<file path="src/rtl/tmr_pins_pkg.sv">
// Constants, register map and field layout for the timer gate and external interrupt input block
package tmr_pins_pkg;
  // Byte offsets
  localparam logic [7:0] CTRL_OFS = 8'h00;
  localparam logic [7:0] STAT_OFS = 8'h04;
  localparam logic [7:0] MASK_OFS = 8'h08;
  localparam logic [7:0] CNT0_OFS = 8'h0c;
  localparam logic [7:0] CNT1_OFS = 8'h10;
  // Control register fields
  localparam int RUN0_BIT = 0;
  localparam int RUN1_BIT = 1;
  localparam int TIMER_ZERO_GATING_SEL_SEL_BIT = 2;
  localparam int TIMER_ONE_GATING_SEL_SEL_BIT = 3;
  localparam int TRIG0_SEL_BIT = 4;
  localparam int TRIG1_SEL_BIT = 5;
  localparam int CNT0_MODE_BIT = 6;
  localparam int CTRL_W = 7;
  // Status / mask fields
  localparam int PEND0_BIT = 0;
  localparam int PEND1_BIT = 1;
  localparam int OVF0_BIT = 2;
  localparam int OVF1_BIT = 3;
  localparam int STAT_W = 4;
  // Reset values
  localparam logic [CTRL_W-1:0] CTRL_RST = 7'h00;
  localparam logic [STAT_W-1:0] STAT_RST = 4'h0;
  localparam logic [STAT_W-1:0] MASK_RST = 4'h0;
  localparam logic [15:0] CNT_RST = 16'h0000;
  // Synchroniser depth in cycles
  localparam int SYNC_STAGES = 2;
endpackage : tmr_pins_pkg
</file>
<file path="src/rtl/pin_sync.sv">
// Two-stage synchroniser with falling edge detect for one pin
`timescale 1ns/1ps
module pin_sync (
  // Clock and reset
  input wire logic REF_CLK_I,
  input wire logic RST_I,
  // Pin and results
  input wire logic pin_i,
  output logic level_o,
  output logic fall_o
);
  logic meta_r;
  logic sync_r;
  logic prev_r;

  // First flop feeds only the second
  always_ff @(posedge REF_CLK_I) begin
    if (RST_I) begin
      meta_r <= 1'b1;
      sync_r <= 1'b1;
      prev_r <= 1'b1;
    end else begin
      meta_r <= pin_i;
      sync_r <= meta_r;
      prev_r <= sync_r;
    end
  end

  assign level_o = sync_r;
  assign fall_o = prev_r & ~sync_r;
endmodule : pin_sync

</file>
<file path="src/rtl/tmr_pins.sv">
// Timer gate, counter pin and external interrupt input logic with AHB-Lite registers
`timescale 1ns/1ps
module tmr_pins #(
  parameter int CNT_W = 16
) (
  // Clock and reset
  input wire logic REF_CLK_I,
  input wire logic RST_I,
  // Pins
  input wire logic EXT_IRQ_ZERO_PIN_I,
  input wire logic EXT_IRQ_ONE_PIN_I,
  input wire logic TIMER_ZERO_COUNT_PIN_I,
  // AHB-Lite slave
  input wire logic HSEL_I,
  input wire logic [31:0] HADDR_I,
  input wire logic [1:0] HTRANS_I,
  input wire logic HWRITE_I,
  input wire logic [2:0] HSIZE_I,
  input wire logic [31:0] HWDATA_I,
  input wire logic HREADY_I,
  output logic [31:0] HRDATA_O,
  output logic HREADYOUT_O,
  output logic HRESP_O,
  // Interrupt
  output logic IRQ_O
);
  logic irq0_lvl;
  logic irq0_fall;
  logic irq1_lvl;
  logic irq1_fall;
  logic t0_lvl;
  logic t0_fall;
  logic [tmr_pins_pkg::CTRL_W-1:0] ctrl_r;
  logic [tmr_pins_pkg::STAT_W-1:0] stat_r;
  logic [tmr_pins_pkg::STAT_W-1:0] mask_r;
  logic [CNT_W-1:0] cnt0_r;
  logic [CNT_W-1:0] cnt1_r;
  logic run0;
  logic run1;
  logic tick0;
  logic set_pend0;
  logic set_pend1;
  logic ovf0;
  logic ovf1;
  logic wr_pend_r;
  logic [7:0] wr_addr_r;
  logic rd_stat;
  logic [31:0] rdata_nxt;
  logic [31:0] rdata_r;
  logic addr_ok;
  logic [tmr_pins_pkg::STAT_W-1:0] stat_set;

  // Data-phase write strobe for one register
  function automatic logic wr_hit(input logic pend, input logic [7:0] wa, input logic [7:0] ofs);
    return pend && (wa == ofs);
  endfunction : wr_hit

  // All sampling runs on the oscillator clock
  pin_sync u_sync_irq0 (.REF_CLK_I(REF_CLK_I), .RST_I(RST_I), .pin_i(EXT_IRQ_ZERO_PIN_I),
    .level_o(irq0_lvl), .fall_o(irq0_fall));
  pin_sync u_sync_irq1 (.REF_CLK_I(REF_CLK_I), .RST_I(RST_I), .pin_i(EXT_IRQ_ONE_PIN_I),
    .level_o(irq1_lvl), .fall_o(irq1_fall));
  pin_sync u_sync_t0 (.REF_CLK_I(REF_CLK_I), .RST_I(RST_I), .pin_i(TIMER_ZERO_COUNT_PIN_I),
    .level_o(t0_lvl), .fall_o(t0_fall));

  // Gate: pin high lets the timer run
  assign run0 = ctrl_r[tmr_pins_pkg::RUN0_BIT] &
    (~ctrl_r[tmr_pins_pkg::TIMER_ZERO_GATING_SEL_SEL_BIT] | irq0_lvl);
  assign run1 = ctrl_r[tmr_pins_pkg::RUN1_BIT] &
    (~ctrl_r[tmr_pins_pkg::TIMER_ONE_GATING_SEL_SEL_BIT] | irq1_lvl);
  // Counter mode counts falling pin edges, else every clock
  assign tick0 = ctrl_r[tmr_pins_pkg::CNT0_MODE_BIT] ? t0_fall : 1'b1;

  assign set_pend0 = ctrl_r[tmr_pins_pkg::TRIG0_SEL_BIT] ? irq0_fall : ~irq0_lvl;
  assign set_pend1 = ctrl_r[tmr_pins_pkg::TRIG1_SEL_BIT] ? irq1_fall : ~irq1_lvl;
  assign ovf0 = run0 & tick0 & (&cnt0_r);
  assign ovf1 = run1 & (&cnt1_r);

  always_ff @(posedge REF_CLK_I) begin
    if (RST_I) begin
      cnt0_r <= '0;
    end else if (wr_hit(wr_pend_r, wr_addr_r, tmr_pins_pkg::CNT0_OFS)) begin
      cnt0_r <= HWDATA_I[CNT_W-1:0];
    end else if (run0 && tick0) begin
      cnt0_r <= cnt0_r + 1'b1;
    end
  end

  always_ff @(posedge REF_CLK_I) begin
    if (RST_I) begin
      cnt1_r <= '0;
    end else if (wr_hit(wr_pend_r, wr_addr_r, tmr_pins_pkg::CNT1_OFS)) begin
      cnt1_r <= HWDATA_I[CNT_W-1:0];
    end else if (run1) begin
      cnt1_r <= cnt1_r + 1'b1;
    end
  end

  // AHB-Lite: zero wait states, writes land in data phase
  assign addr_ok = HSEL_I && HREADY_I && HTRANS_I[1];

  always_ff @(posedge REF_CLK_I) begin
    if (RST_I) begin
      wr_pend_r <= 1'b0;
      wr_addr_r <= 8'h00;
    end else begin
      wr_pend_r <= addr_ok & HWRITE_I;
      wr_addr_r <= HADDR_I[7:0];
    end
  end

  always_ff @(posedge REF_CLK_I) begin
    if (RST_I) begin
      ctrl_r <= tmr_pins_pkg::CTRL_RST;
    end else if (wr_hit(wr_pend_r, wr_addr_r, tmr_pins_pkg::CTRL_OFS)) begin
      ctrl_r <= HWDATA_I[tmr_pins_pkg::CTRL_W-1:0];
    end
  end

  always_ff @(posedge REF_CLK_I) begin
    if (RST_I) begin
      mask_r <= tmr_pins_pkg::MASK_RST;
    end else if (wr_hit(wr_pend_r, wr_addr_r, tmr_pins_pkg::MASK_OFS)) begin
      mask_r <= HWDATA_I[tmr_pins_pkg::STAT_W-1:0];
    end
  end

  assign rd_stat = addr_ok && !HWRITE_I && HADDR_I[7:0] == tmr_pins_pkg::STAT_OFS;
  assign stat_set = {ovf1, ovf0, set_pend1, set_pend0};

  // Read clears, a new event in the same cycle survives
  always_ff @(posedge REF_CLK_I) begin
    if (RST_I) begin
      stat_r <= tmr_pins_pkg::STAT_RST;
    end else begin
      stat_r <= (rd_stat ? '0 : stat_r) | stat_set;
    end
  end

  always_comb begin
    rdata_nxt = 32'h0000_0000;
    unique case (HADDR_I[7:0])
      tmr_pins_pkg::CTRL_OFS: rdata_nxt[tmr_pins_pkg::CTRL_W-1:0] = ctrl_r;
      tmr_pins_pkg::STAT_OFS: rdata_nxt[tmr_pins_pkg::STAT_W-1:0] = stat_r;
      tmr_pins_pkg::MASK_OFS: rdata_nxt[tmr_pins_pkg::STAT_W-1:0] = mask_r;
      tmr_pins_pkg::CNT0_OFS: rdata_nxt[CNT_W-1:0] = cnt0_r;
      tmr_pins_pkg::CNT1_OFS: rdata_nxt[CNT_W-1:0] = cnt1_r;
      default: rdata_nxt = 32'h0000_0000;
    endcase
  end

  always_ff @(posedge REF_CLK_I) begin
    if (RST_I) begin
      rdata_r <= 32'h0000_0000;
    end else if (addr_ok && !HWRITE_I) begin
      rdata_r <= rdata_nxt;
    end
  end

  assign HRDATA_O = rdata_r;
  assign HREADYOUT_O = 1'b1;
  assign HRESP_O = 1'b0;
  assign IRQ_O = |(stat_r & mask_r);
endmodule : tmr_pins

</file>
<file path="config.mk">
export PLATFORM = sky130hd
export DESIGN_NAME = tmr_pins
export DESIGN_NICKNAME = d
export VERILOG_FILES = /design/src/rtl/tmr_pins_pkg.sv /design/src/rtl/pin_sync.sv /design/src/rtl/tmr_pins.sv
export SDC_FILE = /design/constraint.sdc
export NUM_CORES = 1
export LEC_CHECK = 0
export BUFFER_PORTS_ARGS = -buffer_cell sky130_fd_sc_hd__buf_2
export CORE_UTILIZATION = 45
export CTS_CLUSTER_DIAMETER = 50
export DETAILED_ROUTE_END_ITERATION = 6
export PLACE_DENSITY = 0.71
export SETUP_SLACK_MARGIN = 0.5
export SYNTH_ARGS = -nofsm -noshare
export SYNTH_HDL_FRONTEND = slang
export SYNTH_SLANG_ARGS = --single-unit
export TNS_END_PERCENT = 100
</file>
<file path="constraint.sdc">
create_clock -name REF_CLK_I -period 2.45 [get_ports REF_CLK_I]
set_input_delay 0.49 -clock REF_CLK_I [delete_from_list [all_inputs] [get_ports REF_CLK_I]]
set_output_delay 0.49 -clock REF_CLK_I [all_outputs]
set_load 0.1 [all_outputs]
</file>
==> impl_metrics.csv, run 1 <==
group,metric,value,unit
final_layout,layout_common_cells,"dfxtp_1, nor2_1, buf_2",
final_layout,fin_area,0.004352,mm^2
setup_path,end_kind,"register",
worst_hold_path,worstHoldPathType,"in -> reg",
cts,cts_tree,"yes",
final_layout,drive_above_1_share,0.2293,
routing,drtPass1Iterations,5,
setup_path,slowest_stage,"or4b_4",
synthesis,mappedNetlistArea,0.003885,mm^2
synthesis,synth_edf_count,0,
sta,rsz0062_at_grt,"yes",
setup_path,startpoint,"wr_addr_r[1]$_SDFF_PP0_",
cts,root_buffer,"clkbuf_8",
cts,h-tree-depth,3,
synthesis,async_reset_ff_frac,0,
synthesis,synth.distinct_cells,46,
sta,tightest_slew,0.6677,ns
routing,avgViaCountPerCell,5.587,
cts,cts_buffers,9,
die,rows,33,
sta,setup_tns,0,ns
routing,drc,0,
global_routing,grt_max_degree,82,
routing,drt_iter0_drc,165,
worst_hold_path,whs_path_depth,2,
die,start_util,0.4681,
sta,fin_worst_skew,0.01130,ns
sta,maxSlewHeadroom,0.5537,
routing,route.met2.wl,4246,um
cts,path_clk_slew,0.08,ns
synthesis,ys.flop_type,"dfxtp_1",
die,die_area,0.009009,mm^2
run,maxCapViolations,0,
die,fp.dieW,94.92,um
routing,highest_layer,"met4",
setup_path,cp-start-kind,"register",
setup_path,cp.buffers_inverters,1,
global_routing,grt_usage,0.2165,
routing,wl_per_cell,15.93,um
routing,wl_met3,600,um
sta,fmax,535.7,MHz
setup_path,arrival,2.12,ns
setup_path,rr_worst_depth,5,
synthesis,yosys_register_bits,81,
sta,setup_viol,0,
final_layout,syn2layout_area_growth,12.01,%
pwr,vdd_ir_drop_max,0.4210,mV
synthesis,synth_cells,430,
cts,clock_latency,0.36,ns
cts,clock_path_buffers,2,
setup_path,crit_chain,"nor4_2, nand3b_1, or4b_4, buf_8, a211oi_1",
setup_path,worstSetupPathType,"reg -> reg",
placed_design,port-buffer-count,49,
setup_path,critPathRequiredTime,2.71,ns
routing,wirelength,9173,um
sta,fin_crit,1.867,ns
placed_design,routabilityCongestion,0.8039,
setup_path,r2r_slack,0.58,ns
die,io_pins,112,
pwr,p_leak,1.737,nW
routing,vias,3218,
sta,finalCritPeriodShare,0.7620,
synthesis,ys_seq_area_frac,0.4174,
placed_design,dp_hpwl,6390,um
final_layout,nets,545,
placed_design,placed_cell_area,0.004113,mm^2
sta,slew_violations,0,
pwr,finalPower,2.579,mW
die,core_area,0.008299,mm^2
setup_path,cp.depth,5,
synthesis,syn_avg_cell_area,9.035,um^2
routing,wl_met1,4223,um
setup_path,crit_path_end,"cnt1_r[2]$_SDFFE_PP0P_",
synthesis,yosysWarnings,0,
setup_path,crit_path_max_incr_delay,0.56,ns
die,die-height,94.92,um
pwr,powerDensity,592.8,mW/mm^2
global_routing,grt_pass1_vias,2992,
final_layout,n_antenna_cell,0,
global_routing,antenna_found_initial,0,
sta,finalHoldViolations,0,
global_routing,grt_overflow,0,
run_status,status,"completed",
final_layout,final_common_cell,"dfxtp_1",
global_routing,grt_pass1_wl,14840,um
setup_path,r2r-start,"wr_addr_r[1]$_SDFF_PP0_",
routing,ant_nets,0,
cts,clock_sinks,81,
setup_path,critPathMaxFanout,24,
setup_path,rr_endpoint,"cnt1_r[2]$_SDFFE_PP0P_",
setup_path,cp_top_family,"simple AND/OR/NAND/NOR gates",
-- cell families after synthesis --
| logic type | synth area share |
|---|---|
| adders and majority gates | 0.006440 |
| and+or+nand+nor | 0.2390 |
| DFF | 0.4174 |
| muxes | 0.06248 |
| AOI/OAI and AO/OA | 0.1362 |
| xor gates and xnor gates | 0.06312 |
| other | 0.001933 |
| buffers and inverters | 0.07343 |
-- layer usage --
metal,global-route usage,vias to the layer above
met5,0,-
met1,0.2846,1518
met2,0.3429,119
met3,0.06200,13
met4,0.06439,0
li1,-,1568
-- cell usage after synthesis, types with 2 or more instances --
| cell | n | area share |
|---|---|---|
| a22oi_1 | 2 | 0.0039 |
| buf_6 | 2 | 0.0058 |
| clkbuf_1 | 21 | 0.020 |
| a31oi_1 | 3 | 0.0048 |
| buf_4 | 19 | 0.037 |
| nor3_1 | 15 | 0.019 |
| conb_1 | 2 | 0.0019 |
| a22o_1 | 4 | 0.0090 |
| mux2_2 | 10 | 0.029 |
| or4b_1 | 2 | 0.0052 |
| inv_1 | 3 | 0.0029 |
| a211oi_1 | 30 | 0.058 |
| and4_1 | 6 | 0.014 |
| dfxtp_1 | 81 | 0.42 |
| nor2b_1 | 10 | 0.016 |
| nand2b_1 | 2 | 0.0032 |
| and2_1 | 2 | 0.0032 |
| mux2i_1 | 13 | 0.033 |
| a221oi_1 | 13 | 0.029 |
| and3_1 | 8 | 0.013 |
| ha_1 | 2 | 0.0064 |
| buf_2 | 5 | 0.0064 |
| nand4_1 | 11 | 0.018 |
| or2_2 | 10 | 0.016 |
| xor2_1 | 24 | 0.054 |
| nand3b_1 | 3 | 0.0058 |
| a21oi_1 | 5 | 0.0064 |
| nand2_1 | 18 | 0.017 |
| nand3_1 | 21 | 0.027 |
| xnor2_1 | 4 | 0.0090 |
| nor2_1 | 62 | 0.060 |
| a311oi_1 | 2 | 0.0045 |
| o21ai_0 | 2 | 0.0026 |
-- sequential cells by signal, summed over array words and instances (netlist names), 4 cells and up --
name       count
stat_r         4
cnt0_r        16
ctrl_r         7
HRDATA_O      16
mask_r         4
cnt1_r        16
wr_addr_r      8
-- worst register-to-register path: stages (launching register included) --
cell      delay, ns
dfxtp_1        0.31
nor4_2         0.25
nand3b_1       0.20
or4b_4         0.56
buf_8          0.18
a211oi_1       0.26
-- cell type report --
type | instances | area (um^2)
inverter | 3 | 11.26
tap | 105 | 131.4
sequential | 81 | 1623
fill | 792 | 3948
multi-input combinational | 314 | 2069
timing repair buffer | 57 | 325.3
clock inverter | 5 | 40.04
clock buffer | 11 | 151.4
-- how the worst min path moves through the flow --
stage	start	to
after floorplan	u_sync_irq0.meta_r$_SDFF_PP1_	u_sync_irq0.level_o$_SDFF_PP1_
after global placement	u_sync_irq0.meta_r$_SDFF_PP1_	u_sync_irq0.level_o$_SDFF_PP1_
after detailed placement	u_sync_irq1.meta_r$_SDFF_PP1_	u_sync_irq1.level_o$_SDFF_PP1_
after CTS	EXT_IRQ_ONE_PIN_I	u_sync_irq1.meta_r$_SDFF_PP1_
after global routing	EXT_IRQ_ONE_PIN_I	u_sync_irq1.meta_r$_SDFF_PP1_
final	TIMER_ZERO_COUNT_PIN_I	u_sync_t0.meta_r$_SDFF_PP1_
-- power by group --
group	switching, mW	internal (mW)
Clock	0.506	0.427
Sequential	0.0125	1.34
Combinational	0.242	0.0533
Total	0.761	1.82
-- per-stage QoR --
step	utilization	hold WS, ns	instances	setup WS [ns]
after global placement	0.4956	0.3903	559	0.2623
after detailed placement	0.4956	0.3975	559	0.2016
after CTS	0.5191	0.2931	575	0.5119
after floorplan	-	0.3895	446	0.5218
after global routing	0.5243	0.2905	576	0.4773
final	0.5243	0.3133	576	0.5832
-- what timing repair did --
| item | in CTS | in global routing |
|---|---|---|
| hold buffers | 0 | 0 |
| buffers inserted | 0 | 1 |
| setup endpoints to repair | 6 | 36 |
| resized for setup | 1 | 10 |
| gates cloned | 0 | 0 |
| pin swaps | 1 | 2 |
Power figures use the tool's default switching activity.
==> run 2: changes to the inputs <==
Settings changed: ABC_AREA from default to 1, PLACE_DENSITY 0.71 to 0.72.
Clock period 2.45 ns to 1.52 ns, I/O delays scaled along.
==> impl_metrics.csv, run 2 <==
group,metric,value,unit
global_routing,grt_usage,0.2879,
synthesis,yosys_register_bits,81,
cts,root_buffer,"clkbuf_8",
die,die-height,103.0,um
synthesis,synth-compound-area-share,0.08499,
routing,wirelength,14990,um
cts,cts_buffers,9,
pwr,vdd_ir_drop_max,0.4366,mV
setup_path,critPathRequiredTime,1.78,ns
pwr,swShare,0.3119,
synthesis,synthTopCellsByArea,"dfxtp_1, nand2_1, nand3_1",
cts,path_clk_slew,0.09,ns
synthesis,async_reset_ff_frac,0,
setup_path,critPathMaxFanout,5,
global_routing,grt_pass1_vias,4625,
placed_design,dp_hpwl,9559,um
synthesis,synthSimpleGateAreaFrac,0.3980,
synthesis,mappedNetlistArea,0.004593,mm^2
final_layout,fin_area,0.006731,mm^2
synthesis,synth.largest_area_cell,"dfxtp_1",
setup_path,worstSetupPathType,"reg -> reg",
cts,clock_latency,0.35,ns
routing,wl_per_cell,15.47,um
placed_design,port-buffer-count,49,
final_layout,drive_above_1_share,0.3840,
die,core_area,0.009819,mm^2
synthesis,yosysMostFrequentCell,"nand2_1",
setup_path,cp.buffers_inverters,3,
sta,fin_worst_skew,0.01293,ns
run_status,status,"completed",
global_routing,grt_max_degree,35,
cts,cts_tree,"yes",
sta,fmax,689.0,MHz
cts,clock_sinks,81,
pwr,p_sw,1.398,mW
synthesis,synth_top_area_frac,0.3530,
sta,rsz0062_at_grt,"yes",
cts,clock_path_buffers,2,
setup_path,crit_path_max_incr_delay,0.37,ns
die,fp.dieW,103.0,um
sta,fin_crit,1.451,ns
synthesis,ys.flop_type,"dfxtp_1",
synthesis,ys_seq_area_frac,0.3530,
synthesis,post_synth_xor_area_fraction,0.02479,
sta,whs,0.1237,ns
pwr,combPwrFrac,0.153,
global_routing,grt_pass1_wl,22940,um
pwr,p_int,3.083,mW
setup_path,slowest_stage,"dfxtp_2",
setup_path,cp-start-kind,"register",
final_layout,n_antenna_cell,0,
synthesis,syn_avg_cell_area,6.327,um^2
sta,setup_tns,0,ns
synthesis,synthAdderAreaFrac,0.005448,
sta,setup_viol,0,
synthesis,synth_cells,726,
synthesis,synth_edf_count,0,
placed_design,routabilityCongestion,0.8849,
sta,slew_violations,0,
sta,finalCritPeriodShare,0.9549,
synthesis,synth_common_cells,"nand2_1, nor2_1, inv_1, nand3_1, dfxtp_1",
pwr,clkPwrFrac,0.361,
cts,h-tree-depth,3,
final_layout,syn2layout_area_growth,46.55,%
setup_path,end_kind,"register",
final_layout,layout_common_cells,"nand2_1, inv_1, nor2_1",
sta,finalHoldViolations,0,
synthesis,synth_mux_area_frac,0,
setup_path,crit_chain,"nand2_2, inv_2, nand3_2, nor2_4, nor2_4, buf_6, nand2_2, nand3_2, nand2_1, inv_1",
routing,drtPass1Iterations,5,
global_routing,antenna_found_initial,0,
die,start_util,0.4678,
run,maxCapViolations,0,
synthesis,synth_top_family_by_area,"simple AND/OR/NAND/NOR gates",
synthesis,yosysWarnings,0,
cts,hold_buffers,0,
setup_path,cp_top_family,"simple AND/OR/NAND/NOR gates",
final_layout,nets,910,
pwr,powerDensity,665.5,mW/mm^2
routing,vias,5022,
worst_hold_path,worstHoldPathType,"in -> reg",
routing,avgViaCountPerCell,5.183,
final_layout,final_common_cell,"nand2_1",
placed_design,placed_cell_area,0.005376,mm^2
routing,ant_nets,0,
die,die_area,0.01062,mm^2
setup_path,arrival,1.71,ns
pwr,p_seq_frac,0.486,
die,rows,36,
global_routing,grt_overflow,0,
pwr,p_leak,2.925,nW
routing,drt_iter0_drc,287,
die,io_pins,112,
synthesis,synth.distinct_cells,29,
routing,drc,0,
-- run 2: cell type report --
type | count | area [um^2]
clock buffer | 11 | 162.7
fill | 796 | 3088
tap | 133 | 166.4
multi-input combinational | 533 | 3054
timing repair inverter | 1 | 7.507
inverter | 98 | 422.9
sequential | 81 | 1705
timing repair buffer | 107 | 1170
clock inverter | 5 | 42.54
-- run 2: power groups by stage --
| stage | logic, mW | clock network [mW] | registers [mW] |
|---|---|---|---|
| global route | 0.718 | 1.72 | 2.18 |
| finish | 0.684 | 1.62 | 2.18 |
| CTS | 0.641 | 1.64 | 2.18 |
| detailed placement | 0.564 | 0 | 2.23 |
| global placement | 0.559 | 0 | 2.23 |
| floorplan | 0.384 | 0 | 2.31 |
-- run 2: kinds of logic after synthesis --
family / Yosys count
buffers and inverters: 133
flip-flops: 81
XOR/XNOR: 13
AND/OR/NAND/NOR: 419
adder cells (fa/ha/maj): 2
AO/OA/AOI/OAI: 76
other: 2
-- run 2: stage by stage --
step                      total power [mW]  instances    util  worst slack (ns)
after floorplan                      2.693        742       -          -0.04407
after CTS                            4.464        953  0.6544           0.06270
after global routing                 4.616        969  0.6855          0.003999
after detailed placement             2.793        905  0.5475           0.04477
final                                4.480        969  0.6855           0.06854
after global placement               2.786        905  0.5475           0.09456
-- run 2: path summary, 6_finish.rpt --
kind | end | cells after the start | slack, ns | start
setup reg to reg | cnt1_r[2]$_SDFFE_PP0P_ | 10 | 0.07 | wr_pend_r$_SDFF_PP0_
hold reg to reg | u_sync_irq1.level_o$_SDFF_PP1_ | 1 | 0.42 | u_sync_irq1.meta_r$_SDFF_PP1_
setup / recovery | cnt1_r[2]$_SDFFE_PP0P_ | 10 | 0.07 | wr_pend_r$_SDFF_PP0_
hold / removal | u_sync_t0.meta_r$_SDFF_PP1_ | 2 | 0.12 | TIMER_ZERO_COUNT_PIN_I
-- run 2: metal layers --
layer	share of wire	global-route usage	up-vias
met2	0.49	0.4800	220
met1	0.39	0.3584	2304
li1	-	-	2468
met5	0	0	-
met4	0.039	0.1387	0
met3	0.078	0.05356	30
-- run 2: worst register-to-register path: stages (launching register included) --
cell and delay, ns:
dfxtp_2 0.37, nand2_2 0.06, inv_2 0.05, nand3_2 0.09, nor2_4 0.27, nor2_4 0.13, buf_6 0.15, nand2_2 0.06
nand3_2 0.06, nand2_1 0.08, inv_1 0.04
-- run 2: what timing repair did --
item | CTS | global route
cloned | 8 | 2
setup endpoints to repair | 69 | 80
pin swaps | 52 | 20
resized for setup | 168 | 44
buffers inserted | 24 | 14
